File: src/core/power_mode_pkg.sv
// constants, types and register map of the power-mode and wake controller
// assumes a single 250 MHz clock and an Avalon-MM register slave
package power_mode_pkg;

    // timing
    localparam int CLK_FREQ_MHZ    = 250;
    localparam int SECOND_US       = 1000000;
    localparam int SECOND_CYCLES   = SECOND_US * CLK_FREQ_MHZ;
    localparam int SWITCH_HOLD_NS  = 10000;
    localparam int SWITCH_HOLD_CYC = SWITCH_HOLD_NS * CLK_FREQ_MHZ / 1000;
    localparam int CORE_RST_NS     = 100;
    localparam int CORE_RST_CYC    = (CORE_RST_NS * CLK_FREQ_MHZ + 999) / 1000;
    localparam logic [16:0] SECONDS_PER_DAY = 17'h1_5180;

    // register byte addresses
    localparam logic [7:0] ADDR_PULLUP_DIS = 8'h00;
    localparam logic [7:0] ADDR_WAKE_EN    = 8'h04;
    localparam logic [7:0] ADDR_TEMP_STEP  = 8'h08;
    localparam logic [7:0] ADDR_TEMP_IVAL  = 8'h0c;
    localparam logic [7:0] ADDR_ALARM      = 8'h10;
    localparam logic [7:0] ADDR_CONTROL    = 8'h14;
    localparam logic [7:0] ADDR_RTC_SEC    = 8'h18;
    localparam logic [7:0] ADDR_TEMP_REF   = 8'h1c;
    localparam logic [7:0] ADDR_PM_FLAGS   = 8'hf8;

    // reset values
    localparam logic [7:0] PULLUP_DIS_RST = 8'h00;
    localparam logic [3:0] WAKE_EN_RST    = 4'h0;
    localparam logic [7:0] TEMP_STEP_RST  = 8'h04;
    localparam logic [7:0] TEMP_IVAL_RST  = 8'h3c;

    // field positions
    localparam int PULLUP_SCL_BIT = 6;
    localparam int PULLUP_SDA_BIT = 4;
    localparam int WEN_ALARM      = 0;
    localparam int WEN_TEMP       = 1;
    localparam int WEN_IRQ0       = 2;
    localparam int WEN_IRQ1       = 3;
    localparam int CTL_SLEEP      = 0;
    localparam int CTL_DISP_EN    = 1;
    localparam int CTL_DISP_BLINK = 2;
    localparam int FLG_BATTERY    = 0;
    // wake cause bits 7:1 of the flag register
    localparam int CAUSE_MIDNIGHT = 0;
    localparam int CAUSE_ALARM    = 1;
    localparam int CAUSE_LINE     = 2;
    localparam int CAUSE_RX       = 3;
    localparam int CAUSE_TEMP     = 4;
    localparam int CAUSE_IRQ      = 5;
    localparam int CAUSE_RESET    = 6;

    typedef enum logic [1:0] {
        line_power_mode,
        battery_run_mode,
        battery_sleep_mode
    } mode_type;

    typedef struct packed {
        logic [7:0]  address;
        logic        read;
        logic        write;
        logic [31:0] writedata;
    } avalon_req_type;

    typedef struct packed {
        logic [31:0] readdata;
        logic        waitrequest;
    } avalon_rsp_type;

    typedef struct packed {
        logic line_ok;
        logic battery_ok;
        logic bulk_low;
    } supply_sense_type;

    typedef struct packed {
        logic line_supply_en;
        logic switched_supply_en;
        logic internal_digital_supply_en;
        logic core_en;
        logic core_reset;
        logic metering_en;
    } supply_ctl_type;

endpackage

File: src/core/power_mode_wake_control.sv
// power-mode sequencer, wake logic, rtc seconds counter and pin pull-up control
// assumes synchronous inputs, one clock, Avalon-MM master with waitrequest
//
// How it works
// - line supply enable is high only in line power mode
// - switched supply on while line or battery valid
// - digital supply on in run modes, off in sleep
// - sleep mode turns off metering logic and the core
// - rtc seconds counter runs in every mode
// - display may stay on in sleep, steady or blinking
// - temperature sample every programmed interval in sleep
// - enabled wake event moves sleep to battery run, line return to line power
// - rtc midnight always wakes the device
// - rtc alarm match wakes when its enable is set
// - line return switches back and wakes the device
// - serial receive activity wakes the device
// - temperature step above limit wakes when enabled
// - each external interrupt wakes when enabled
// - external reset always wakes the device
// - wake restores digital supply, pulses core reset
// - flag register bit shows line or battery switch position
// - software can command battery sleep from battery run
// - every pin pull-up can be disabled individually
// - two-wire pins open-drain while core runs
// - in sleep two-wire pull-ups on unless disabled
// - pull-up register bit 6 disables clock, bit 4 data pull-up
// - battery turns off metering converters and logic
// - switch-back needs line valid for a hold time
//
// Implementation choice: the Avalon-MM interface to the registers.
`timescale 1ns/1ps

module power_mode_wake_control
    import power_mode_pkg::*;
#(
    parameter int SEC_CYCLES = power_mode_pkg::SECOND_CYCLES
) (
    // clock and reset
    input  wire logic                            clk,
    input  wire logic                            resetn,
    // register bus
    input  wire power_mode_pkg::avalon_req_type  bus_req,
    output      power_mode_pkg::avalon_rsp_type  bus_rsp,
    // supply sense and control
    input  wire power_mode_pkg::supply_sense_type sense,
    output      power_mode_pkg::supply_ctl_type  supply,
    output      logic                            on_battery,
    output      power_mode_pkg::mode_type        mode,
    // wake sources
    input  wire logic                            rx_in,
    input  wire logic                            ext_irq_zero,
    input  wire logic                            ext_irq_one,
    input  wire logic                            ext_reset_n,
    // temperature converter
    input  wire logic                            temp_ready,
    input  wire logic [7:0]                      temp_value,
    output      logic                            temp_start,
    // display
    output      logic                            display_en,
    output      logic                            display_blank,
    // pins: pull-ups and two-wire open drain
    input  wire logic                            twowire_enable,
    input  wire logic                            scl_drive_low,
    input  wire logic                            twowire_data_drive_low,
    input  wire logic                            scl_in,
    input  wire logic                            twowire_data_pin_in,
    output      logic [7:0]                      pullup_en,
    output      logic                            scl_out,
    output      logic                            scl_oe_n,
    output      logic                            twowire_data_pin_out,
    output      logic                            twowire_data_pin_oe_n,
    output      logic                            scl_seen,
    output      logic                            twowire_data_seen
);
    import power_mode_pkg::*;

    typedef struct packed {
        mode_type       mode;
        avalon_rsp_type rsp;
        supply_ctl_type supply;
        logic [7:0]     pullup_dis;
        logic [3:0]     wake_en;
        logic [2:0]     control;
        logic [7:0]     temp_step;
        logic [7:0]     temp_ival;
        logic [7:0]     temp_ref;
        logic [7:0]     temp_cnt;
        logic [16:0]    alarm;
        logic [16:0]    sec_of_day;
        logic [31:0]    div;
        logic [11:0]    hold_cnt;
        logic [4:0]     core_rst_cnt;
        logic           on_battery;
        logic [6:0]     wake_cause;
        logic           temp_start;
        logic           display_en;
        logic           display_blank;
        logic [7:0]     pullup_en;
        logic           scl_oe_n;
        logic           sda_oe_n;
        logic           scl_seen;
        logic           sda_seen;
    } state_type;

    localparam logic [31:0] SEC_LAST  = 32'(SEC_CYCLES - 1);
    localparam logic [11:0] HOLD_LAST = 12'(SWITCH_HOLD_CYC - 1);
    localparam logic [4:0]  RST_LOAD  = 5'(CORE_RST_CYC);

    state_type st_r;
    state_type st_nxt;

    function automatic logic hit(input logic [7:0] a, input logic [7:0] b);
        return a == b;
    endfunction

    always_comb begin
        logic       tick;
        logic       midnight;
        logic       ev_alarm;
        logic       ev_line;
        logic       ev_temp;
        logic       sleep_cmd;
        logic       asleep;
        logic [6:0] events;
        logic [6:0] cause_clr;
        logic [7:0] diff;
        logic       wr;
        tick      = 1'b0;
        midnight  = 1'b0;
        ev_alarm  = 1'b0;
        ev_line   = 1'b0;
        ev_temp   = 1'b0;
        sleep_cmd = 1'b0;
        events    = 7'h00;
        cause_clr = 7'h00;
        diff      = 8'h00;
        wr        = 1'b0;
        asleep    = st_r.mode == battery_sleep_mode;
        st_nxt    = st_r;
        st_nxt.temp_start = 1'b0;

        // one second enable; rtc never stops
        tick = st_r.div == SEC_LAST;
        st_nxt.div = tick ? 32'h0000_0000 : st_r.div + 32'h0000_0001;
        if (tick) begin
            midnight = st_r.sec_of_day == SECONDS_PER_DAY - 17'h0_0001;
            ev_alarm = st_r.sec_of_day == st_r.alarm && st_r.wake_en[WEN_ALARM];
            st_nxt.sec_of_day = midnight ? 17'h0_0000 : st_r.sec_of_day + 17'h0_0001;
        end

        // switch: battery at once, line only after a stable hold
        if (!sense.line_ok || sense.bulk_low) begin
            st_nxt.on_battery = 1'b1;
            st_nxt.hold_cnt   = 12'h000;
        end else if (st_r.on_battery) begin
            if (st_r.hold_cnt == HOLD_LAST) begin
                st_nxt.on_battery = 1'b0;
                ev_line           = 1'b1;
                st_nxt.hold_cnt   = 12'h000;
            end else begin
                st_nxt.hold_cnt = st_r.hold_cnt + 12'h001;
            end
        end

        // temperature sampling while asleep; compare against the last reference
        if (asleep && tick) begin
            if (st_r.temp_cnt + 8'h01 >= st_r.temp_ival) begin
                st_nxt.temp_cnt   = 8'h00;
                st_nxt.temp_start = 1'b1;
            end else begin
                st_nxt.temp_cnt = st_r.temp_cnt + 8'h01;
            end
        end
        if (temp_ready) begin
            diff = temp_value >= st_r.temp_ref ? temp_value - st_r.temp_ref
                                               : st_r.temp_ref - temp_value;
            if (diff > st_r.temp_step && st_r.wake_en[WEN_TEMP]) begin
                ev_temp         = 1'b1;
                st_nxt.temp_ref = temp_value;
            end
        end

        events[CAUSE_MIDNIGHT] = midnight;
        events[CAUSE_ALARM]    = ev_alarm;
        events[CAUSE_LINE]     = ev_line;
        events[CAUSE_RX]       = !rx_in;
        events[CAUSE_TEMP]     = ev_temp;
        events[CAUSE_IRQ]      = (ext_irq_zero && st_r.wake_en[WEN_IRQ0])
                              || (ext_irq_one && st_r.wake_en[WEN_IRQ1]);
        events[CAUSE_RESET]    = !ext_reset_n;

        // bus: one wait cycle, answer stands one cycle
        st_nxt.rsp.waitrequest = 1'b1;
        if (st_r.rsp.waitrequest && (bus_req.read || bus_req.write)) begin
            st_nxt.rsp.waitrequest = 1'b0;
            st_nxt.rsp.readdata    = 32'h0000_0000;
            if (bus_req.read) begin
                unique case (1'b1)
                    hit(bus_req.address, ADDR_PULLUP_DIS):
                        st_nxt.rsp.readdata[7:0] = st_r.pullup_dis;
                    hit(bus_req.address, ADDR_WAKE_EN):
                        st_nxt.rsp.readdata[3:0] = st_r.wake_en;
                    hit(bus_req.address, ADDR_TEMP_STEP):
                        st_nxt.rsp.readdata[7:0] = st_r.temp_step;
                    hit(bus_req.address, ADDR_TEMP_IVAL):
                        st_nxt.rsp.readdata[7:0] = st_r.temp_ival;
                    hit(bus_req.address, ADDR_ALARM):
                        st_nxt.rsp.readdata[16:0] = st_r.alarm;
                    hit(bus_req.address, ADDR_CONTROL):
                        st_nxt.rsp.readdata[2:0] = {st_r.control[2:1], 1'b0};
                    hit(bus_req.address, ADDR_RTC_SEC):
                        st_nxt.rsp.readdata[16:0] = st_r.sec_of_day;
                    hit(bus_req.address, ADDR_TEMP_REF):
                        st_nxt.rsp.readdata[7:0] = st_r.temp_ref;
                    hit(bus_req.address, ADDR_PM_FLAGS):
                        st_nxt.rsp.readdata[7:0] = {st_r.wake_cause, st_r.on_battery};
                    default:
                        st_nxt.rsp.readdata = 32'h0000_0000;
                endcase
            end
        end
        wr = bus_req.write && !st_r.rsp.waitrequest;
        if (wr) begin
            unique case (1'b1)
                hit(bus_req.address, ADDR_PULLUP_DIS):
                    st_nxt.pullup_dis = bus_req.writedata[7:0];
                hit(bus_req.address, ADDR_WAKE_EN):
                    st_nxt.wake_en = bus_req.writedata[3:0];
                hit(bus_req.address, ADDR_TEMP_STEP):
                    st_nxt.temp_step = bus_req.writedata[7:0];
                hit(bus_req.address, ADDR_TEMP_IVAL):
                    st_nxt.temp_ival = bus_req.writedata[7:0];
                hit(bus_req.address, ADDR_ALARM):
                    st_nxt.alarm = bus_req.writedata[16:0];
                hit(bus_req.address, ADDR_CONTROL): begin
                    st_nxt.control = bus_req.writedata[2:0];
                    sleep_cmd      = bus_req.writedata[CTL_SLEEP];
                end
                hit(bus_req.address, ADDR_RTC_SEC):
                    st_nxt.sec_of_day = bus_req.writedata[16:0];
                hit(bus_req.address, ADDR_TEMP_REF):
                    if (!ev_temp) begin
                        st_nxt.temp_ref = bus_req.writedata[7:0];
                    end
                hit(bus_req.address, ADDR_PM_FLAGS):
                    cause_clr = bus_req.writedata[7:1];
                default: ;
            endcase
        end

        // causes are caught only while asleep; a new cause beats a clear
        st_nxt.wake_cause = (st_r.wake_cause & ~cause_clr) | (asleep ? events : 7'h00);

        // mode sequencing
        unique case (st_r.mode)
            line_power_mode:
                if (st_nxt.on_battery) begin
                    st_nxt.mode = battery_run_mode;
                end
            battery_run_mode:
                if (!st_nxt.on_battery) begin
                    st_nxt.mode = line_power_mode;
                end else if (sleep_cmd) begin
                    st_nxt.mode = battery_sleep_mode;
                end
            battery_sleep_mode:
                if (!st_nxt.on_battery || events != 7'h00) begin
                    st_nxt.mode = st_nxt.on_battery ? battery_run_mode
                                                    : line_power_mode;
                    st_nxt.core_rst_cnt = RST_LOAD;
                end
        endcase
        if (st_r.core_rst_cnt != 5'h00 && st_r.mode != battery_sleep_mode) begin
            st_nxt.core_rst_cnt = st_r.core_rst_cnt - 5'h01;
        end

        // supplies follow the next mode; switched supply follows line or battery sense
        st_nxt.supply.line_supply_en  = st_nxt.mode == line_power_mode;
        st_nxt.supply.switched_supply_en = sense.line_ok || sense.battery_ok;
        st_nxt.supply.internal_digital_supply_en =
            st_nxt.mode != battery_sleep_mode;
        st_nxt.supply.core_en = st_nxt.mode != battery_sleep_mode;
        st_nxt.supply.metering_en = st_nxt.mode == line_power_mode;
        // core reset after a wake and while the reset pin is low
        st_nxt.supply.core_reset = st_nxt.core_rst_cnt != 5'h00 || !ext_reset_n;

        // display: always on in run, software choice in sleep
        if (st_nxt.mode == battery_sleep_mode) begin
            st_nxt.display_en    = st_r.control[CTL_DISP_EN];
            st_nxt.display_blank = st_r.control[CTL_DISP_EN]
                                && st_r.control[CTL_DISP_BLINK] && st_r.sec_of_day[0];
        end else begin
            st_nxt.display_en    = 1'b1;
            st_nxt.display_blank = 1'b0;
        end

        // two-wire pull-ups off while two-wire runs; in sleep on unless disabled
        st_nxt.pullup_en = ~st_r.pullup_dis;
        if (st_nxt.mode != battery_sleep_mode && twowire_enable) begin
            st_nxt.pullup_en[PULLUP_SCL_BIT] = 1'b0;
            st_nxt.pullup_en[PULLUP_SDA_BIT] = 1'b0;
        end else if (st_nxt.mode == battery_sleep_mode) begin
            st_nxt.pullup_en[PULLUP_SCL_BIT] = !st_r.pullup_dis[PULLUP_SCL_BIT];
            st_nxt.pullup_en[PULLUP_SDA_BIT] = !st_r.pullup_dis[PULLUP_SDA_BIT];
        end

        // open drain: only pull low, only while the core runs
        st_nxt.scl_oe_n = !(st_nxt.supply.core_en && twowire_enable && scl_drive_low);
        st_nxt.sda_oe_n = !(st_nxt.supply.core_en && twowire_enable
                         && twowire_data_drive_low);
        st_nxt.scl_seen = scl_in;
        st_nxt.sda_seen = twowire_data_pin_in;
    end

    always_ff @(posedge clk or negedge resetn) begin
        if (!resetn) begin
            st_r                 <= '0;
            st_r.mode            <= line_power_mode;
            st_r.rsp.waitrequest <= 1'b1;
            st_r.pullup_dis      <= PULLUP_DIS_RST;
            st_r.wake_en         <= WAKE_EN_RST;
            st_r.temp_step       <= TEMP_STEP_RST;
            st_r.temp_ival       <= TEMP_IVAL_RST;
            st_r.on_battery      <= 1'b1;
            st_r.core_rst_cnt    <= RST_LOAD;
            st_r.supply          <= '{core_reset: 1'b1, default: 1'b0};
            st_r.pullup_en       <= ~PULLUP_DIS_RST;
            st_r.scl_oe_n        <= 1'b1;
            st_r.sda_oe_n        <= 1'b1;
        end else begin
            st_r <= st_nxt;
        end
    end

    assign bus_rsp               = st_r.rsp;
    assign supply                = st_r.supply;
    assign on_battery            = st_r.on_battery;
    assign mode                  = st_r.mode;
    assign temp_start            = st_r.temp_start;
    assign display_en            = st_r.display_en;
    assign display_blank         = st_r.display_blank;
    assign pullup_en             = st_r.pullup_en;
    assign scl_out               = 1'b0;
    assign scl_oe_n              = st_r.scl_oe_n;
    assign twowire_data_pin_out  = 1'b0;
    assign twowire_data_pin_oe_n = st_r.sda_oe_n;
    assign scl_seen              = st_r.scl_seen;
    assign twowire_data_seen     = st_r.sda_seen;

endmodule

File: config.mk
export PLATFORM = sky130hd
export DESIGN_NAME = power_mode_wake_control
export DESIGN_NICKNAME = d
export VERILOG_FILES = /design/src/core/power_mode_pkg.sv /design/src/core/power_mode_wake_control.sv
export SDC_FILE = /design/constraint.sdc
export NUM_CORES = 1
export LEC_CHECK = 0
export BUFFER_PORTS_ARGS = -buffer_cell sky130_fd_sc_hd__buf_4
export CAP_MARGIN = 20
export CORE_MARGIN = 8
export CORE_UTILIZATION = 35
export CTS_BUF_LIST = sky130_fd_sc_hd__clkbuf_4 sky130_fd_sc_hd__clkbuf_8
export CTS_CLUSTER_DIAMETER = 50
export CTS_CLUSTER_SIZE = 10
export DETAILED_ROUTE_END_ITERATION = 10
export PLACE_DENSITY = 0.62
export SLEW_MARGIN = 20
export SYNTH_ARGS = -nofsm -noshare
export SYNTH_HDL_FRONTEND = slang
export SYNTH_SLANG_ARGS = --single-unit
File: constraint.sdc
create_clock -name clk -period 12.92 [get_ports clk]
set_clock_uncertainty 0.2 [all_clocks]
set_input_delay 2.584 -clock clk [delete_from_list [all_inputs] [get_ports clk]]
set_output_delay 2.584 -clock clk [all_outputs]
set_load 0.01 [all_outputs]
==> results.toml, run 1 <==
[run_status]
outcome = "complete, no violations"

[run]
drv_cap = 0

[die]
design.core.area_um2 = 28500
boundaryPins = 124
rows = 62
dieArea_um2 = 34400
die_h_um = 186
start_util = 0.353
die_w_um = 186

[clock_network]
cts_tree = "built"
cts-root-buf = "clkbuf_8"
ctsHoldBuffers = 0
insertion_delay_ns = 0.47
htreeDepth = 4
cts.sinks = 176
cts_resized = 0
numCtsBuffers = 17
cts_max_path_buffers = 2
cts_setup_buffers = 0
clkSlewWorstSetupHoldPaths_ns = 0.10

[setup_path]
critPathKind = "input pin to flop"
end_kind = "flop"
critPathLaunchType = "input pin"
worst-path-max-fanout = 17
crit_required_ns = 13.09
worstPathArrival_ns = 7.21

[place]
dp.cells = 1451
hpwl_mm = 19.1
gp_congestion = 0.903
port_buffers = 91

[route]
drtPass1Iterations = 5
viasPerCell = 5.17
drc_errors = 0
dr_total_vias = 7675
dr.first_iter.drc_count = 577
wl_per_cell_um = 17.5
wl_mm = 26.0
ant_nets = 0

[timing]
max_freq_ghz = 0.142
drv_slew = 0
hold_violations = 0
finalSetupViolations = 0
tns_ns = 0
fin_crit_ns = 7.04
worst_slew_pin_slew_ns = 1.14
relSlewSlack = 0.231
hold_ws_ns = 0.239
period_share = 0.545
grt_setup_unrepaired = "no"

[global_route]
grt_max_degree = 62
first_global_vias = 7636
grt_usage = 0.153
antenna_found_initial = 0
overflow = 0
grt_pass1_wl_mm = 41.5

[yosys]
netlist_top_cells_area = "dfrtp_1, dfstp_2, mux2_2, ha_1, nand2_1"
synth-simple-area-share = 0.177
synth.top_cells.by_count = "dfrtp_1, nand2_1, o21ai_0, nor2_1, inv_1"
ys_ff_latch = 176
synth_top_area_share = 0.385
synth_compound_area_frac = 0.133
yosysWarnings = 0
synth-xor-area-share = 0.0635
synthAdderAreaFrac = 0.0512
syn_area_per_cell_um2 = 9.72
synthCells = 1035
muxShareOfSynthArea = 0.0633
synth_top_family_by_area = "simple AND/OR/NAND/NOR gates"
synth_ff_type = "dfrtp_1"
yosys.area.top_type = "dfrtp_1"
yosysSeqAreaShare = 0.440
async_reset_ff_frac = 1.00
syn_area_um2 = 10100
synth_cell_types = 73
synth_edf_count = 0
yosysMostFrequentCell = "dfrtp_1"

[cells_and_area]
drive_gt1_frac = 0.204
fin_cells = 1484
final_util = 0.394
area_delta_synth_final_pct = 11.5
diodes = 0
nets = 1192

[pwr]
power_density_nw_per_um2 = 113
p_leak_uw = 0.00498
ir_drop_uv = 49.6

[hold_path]
hold_class = "flop to flop"
## final timing paths
check                         startpoint           end  slack (ns)  cells after the start
setup / recovery           temp_value[0]    display_en        5.88                     19
hold / removal                 st_r[151]  pullup_en[6]        0.24                      1
setup reg to reg               st_r[114]    display_en        7.62                     17
hold reg to reg                st_r[151]  pullup_en[6]        0.24                      1
max in group asynchronous         resetn      st_r[20]        8.74                      3
min in group asynchronous         resetn     supply[2]        1.89                      1
## layout make-up
class                      count  area, µm²
fill                        2857      17300
multi-input combinational    738       4980
sequential                   176       4430
timing repair buffer         100        762
tap                          384        480
clock buffer                  19        249
inverter                      54        203
clock inverter                13        106
## routing by layer
metal,up-vias,GRT usage,wire (µm)
li1,3692,-,-
met1,3737,0.202,11900
met2,204,0.246,12000
met3,42,0.0295,1430
met4,0,0.0540,670
met5,-,0,0
## sequential cells by signal, summed over array words and instances, names as in the netlist, 2 cells and up
name       flops
st_r         136
bus_rsp       18
supply         4
pullup_en      8
mode           2
## cells by family (layout without fill, tap and decap cells)
| logic type | after synthesis | in the layout |
|---|---|---|
| multiplexers | 58 | 58 |
| AND/OR/NAND/NOR | 347 | 347 |
| other | 1 | 17 |
| flip-flops | 176 | 176 |
| adder cells (fa/ha/maj) | 40 | 40 |
| buffers and inverters | 137 | 186 |
| XOR/XNOR | 73 | 73 |
| AO/OA/AOI/OAI | 203 | 203 |
## layout by cell type (no fill, tap or decap), drive strengths merged, types with 14 or more instances in the layout
cell type  Yosys  layout
ha            38      38
a21o          15      15
a22oi         28      28
nand2        117     117
nor2          61      61
clkbuf        27      19
dfrtp        155     155
a21oi         29      29
xnor2         44      44
nor3          14      14
nand3         34      34
inv           54      57
nand4         26      26
xor2          29      29
dfstp         21      21
and3          16      16
o21ai         82      82
conb           1      17
buf           55     100
mux2          45      45
## per-stage QoR
step	setup WS, ns	power [µW]	instance area (µm²)
2_1_floorplan	6.29	832	10100
3_3_place_gp	5.53	911	10800
3_5_place_dp	5.39	918	10800
4_1_cts	5.91	1280	11200
5_1_grt	5.58	1340	11200
6_report	5.88	1270	11200
## power breakdown
part	internal [µW]	switching, µW	total, µW
Clock	140	217	357
Sequential	581	31.7	612
Combinational	131	165	296
## worst max-delay path, cell delays in order
cell	delay, ns
buf_4	0.12
inv_1	0.05
ha_1	0.15
inv_1	0.06
fa_1	0.37
a21o_1	0.24
a2111oi_4	0.46
nor3_1	0.13
a221o_1	0.36
a22oi_1	0.36
o21ai_0	0.20
xor2_1	0.17
ha_1	0.31
nand4_1	0.13
o211a_1	0.25
o21a_1	0.33
nor3_1	0.38
o221ai_2	0.27
or2_1	0.27
No activity file was read; power rests on OpenSTA's default activity.
==> run 2, diff against run 1 <==
==> constraint.sdc (replaced) <==
create_clock -name clk -period 7.4 [get_ports clk]
set_clock_uncertainty 0.2 [all_clocks]
set_input_delay 1.48 -clock clk [delete_from_list [all_inputs] [get_ports clk]]
set_output_delay 1.48 -clock clk [all_outputs]
set_load 0.01 [all_outputs]
==> run 2 against run 1 <==
Against the previous run:
- critical path type unchanged
- via count increased by 0.86%
- combinational power increased by 74%
- sequential share of layout area decreased by 0.14 points
- clock power increased by 93%
- worst setup slack got worse by 4.4 ns
- power increased by 80%
- global-route usage decreased by 0.11 points
- sequential power increased by 75%
- non-clock buffer count decreased by 1
- count of clock-buffer cells in the layout increased by 2
- final area increased by 0.36%
- die area unchanged
==> results.toml, run 2 (synthesis gave the netlist of run 1 again) <==
[run_status]
outcome = "complete, no violations"

[route]
drtPass1Iterations = 7
highest_layer = "met4"
wl_per_cell_um = 17.4
drc_errors = 0
ant_nets = 0
dr.first_iter.drc_count = 612
wl_met3_mm = 1.51
route.met2.wl_mm = 12.1
dr_total_vias = 7741
wl_mm = 25.9
viasPerCell = 5.22
wl_met1_mm = 11.6

[pwr]
ir_drop_uv = 101
p_leak_uw = 0.00499
power_density_nw_per_um2 = 202

[timing]
tns_ns = 0
grt_setup_unrepaired = "no"
relSlewSlack = 0.261
drv_slew = 0
max_freq_ghz = 0.170
fin_ws_ns = 1.52
worst_slew_pin_slew_ns = 1.10
finalSetupViolations = 0
fin_crit_ns = 5.88
hold_violations = 0
period_share = 0.794

[global_route]
grt_max_degree = 83
antenna_found_initial = 0
overflow = 0
grt_usage = 0.152
first_global_vias = 7719
grt_pass1_wl_mm = 41.4

[clock_network]
ctsHoldBuffers = 0
numCtsBuffers = 17
cts_max_path_buffers = 2
cts_resized = 0
cts_setup_buffers = 0
cts_tree = "built"
clkSlewWorstSetupHoldPaths_ns = 0.10
cts.sinks = 176
cts-root-buf = "clkbuf_8"
insertion_delay_ns = 0.46
htreeDepth = 4

[setup_path]
critPathLaunchType = "input pin"
crit_required_ns = 7.55
worst-path-max-fanout = 17
critPathKind = "input pin to flop"
worstPathArrival_ns = 6.03
end_kind = "flop"

[die]
die_w_um = 186
start_util = 0.353
rows = 62
boundaryPins = 124
die_h_um = 186
dieArea_um2 = 34400
design.core.area_um2 = 28500

[place]
dp.cells = 1451
hpwl_mm = 19.1
place_ws_ns = 1.06
gp_congestion = 0.913
port_buffers = 91

[cells_and_area]
area_delta_synth_final_pct = 11.8
nets = 1191
diodes = 0
largest_reg_flops = 136
final_cell_mix = "dfrtp_1, nand2_1, buf_4, o21ai_0, nor2_1"
final_common_cell = "dfrtp_1"
drive_gt1_frac = 0.203
regMostFlops = "st_r"
fin_cells = 1483

[run]
drv_cap = 0

[hold_path]
hold_class = "flop to flop"
==> run 2: cell types whose count changed in the layout (fill, tap and decap cells not counted) <==
| cell | before | now |
|---|---|---|
| bufinv_16 | 0 | 2 |
| inv_6 | 3 | 2 |
| clkbuf_8 | 17 | 19 |
| buf_8 | 1 | 0 |
| buf_6 | 1 | 2 |
| clkinvlp_4 | 3 | 4 |
| buf_4 | 98 | 97 |
| clkinv_4 | 6 | 2 |
==> run 2: final cells by class <==
class / instances / area (µm²)
fillers: 2810 / 17200
multi-input cells: 738 / 4980
flip-flops and latches: 176 / 4430
repair buffers: 99 / 751
well taps: 384 / 480
clock buffers: 21 / 277
inverters: 54 / 203
clock inverters: 11 / 130
==> run 2: path summary, 6_finish.rpt <==
| check | from | end | slack, ns | depth (start not counted) |
|---|---|---|---|---|
| setup / recovery | temp_value[0] | display_en | 1.52 | 19 |
| hold / removal | st_r[150] | pullup_en[5] | 0.25 | 1 |
| setup reg to reg | st_r[114] | display_en | 2.18 | 17 |
| hold reg to reg | st_r[150] | pullup_en[5] | 0.25 | 1 |
| max in group asynchronous | resetn | st_r[25] | 5.04 | 2 |
| min in group asynchronous | resetn | display_en | 0.77 | 1 |
==> run 2: metal layers <==
metal / track usage / vias up
met5: 0 / -
met4: 0.0534 / 0
met3: 0.0260 / 41
met2: 0.247 / 235
met1: 0.201 / 3781
li1: - / 3684
==> run 2: report_power, final <==
| part | switching [µW] | internal (µW) | leakage [µW] |
|---|---|---|---|
| Clock | 362 | 328 | 0.000196 |
| Sequential | 57.7 | 1010 | 0.00227 |
| Combinational | 287 | 229 | 0.00252 |
| Total | 706 | 1570 | 0.00499 |
==> run 2: critical path, stage by stage <==
cell and delay, ns:
buf_4 0.12, inv_1 0.05, ha_1 0.15, inv_1 0.06
fa_1 0.37, a21o_1 0.24, a2111oi_4 0.45, nor3_1 0.13
a221o_1 0.36, a22oi_1 0.35, o21ai_0 0.17, xor2_1 0.17
ha_1 0.30, nand4_1 0.13, o211a_1 0.25, o21a_1 0.32
nor3_1 0.38, o221ai_2 0.27, or2_1 0.26
==> run 2: stage by stage <==
| step | total power [µW] | utilization | instance area (µm²) | hold WS (ns) |
|---|---|---|---|---|
| 6_report | 2280 | 0.395 | 11300 | 0.246 |
| 5_1_grt | 2410 | 0.395 | 11300 | 0.250 |
| 4_1_cts | 2300 | 0.395 | 11300 | 0.236 |
| 3_5_place_dp | 1600 | 0.381 | 10800 | 0.224 |
| 3_3_place_gp | 1590 | 0.381 | 10800 | 0.219 |
| 2_1_floorplan | 1450 | - | 10100 | 0.177 |
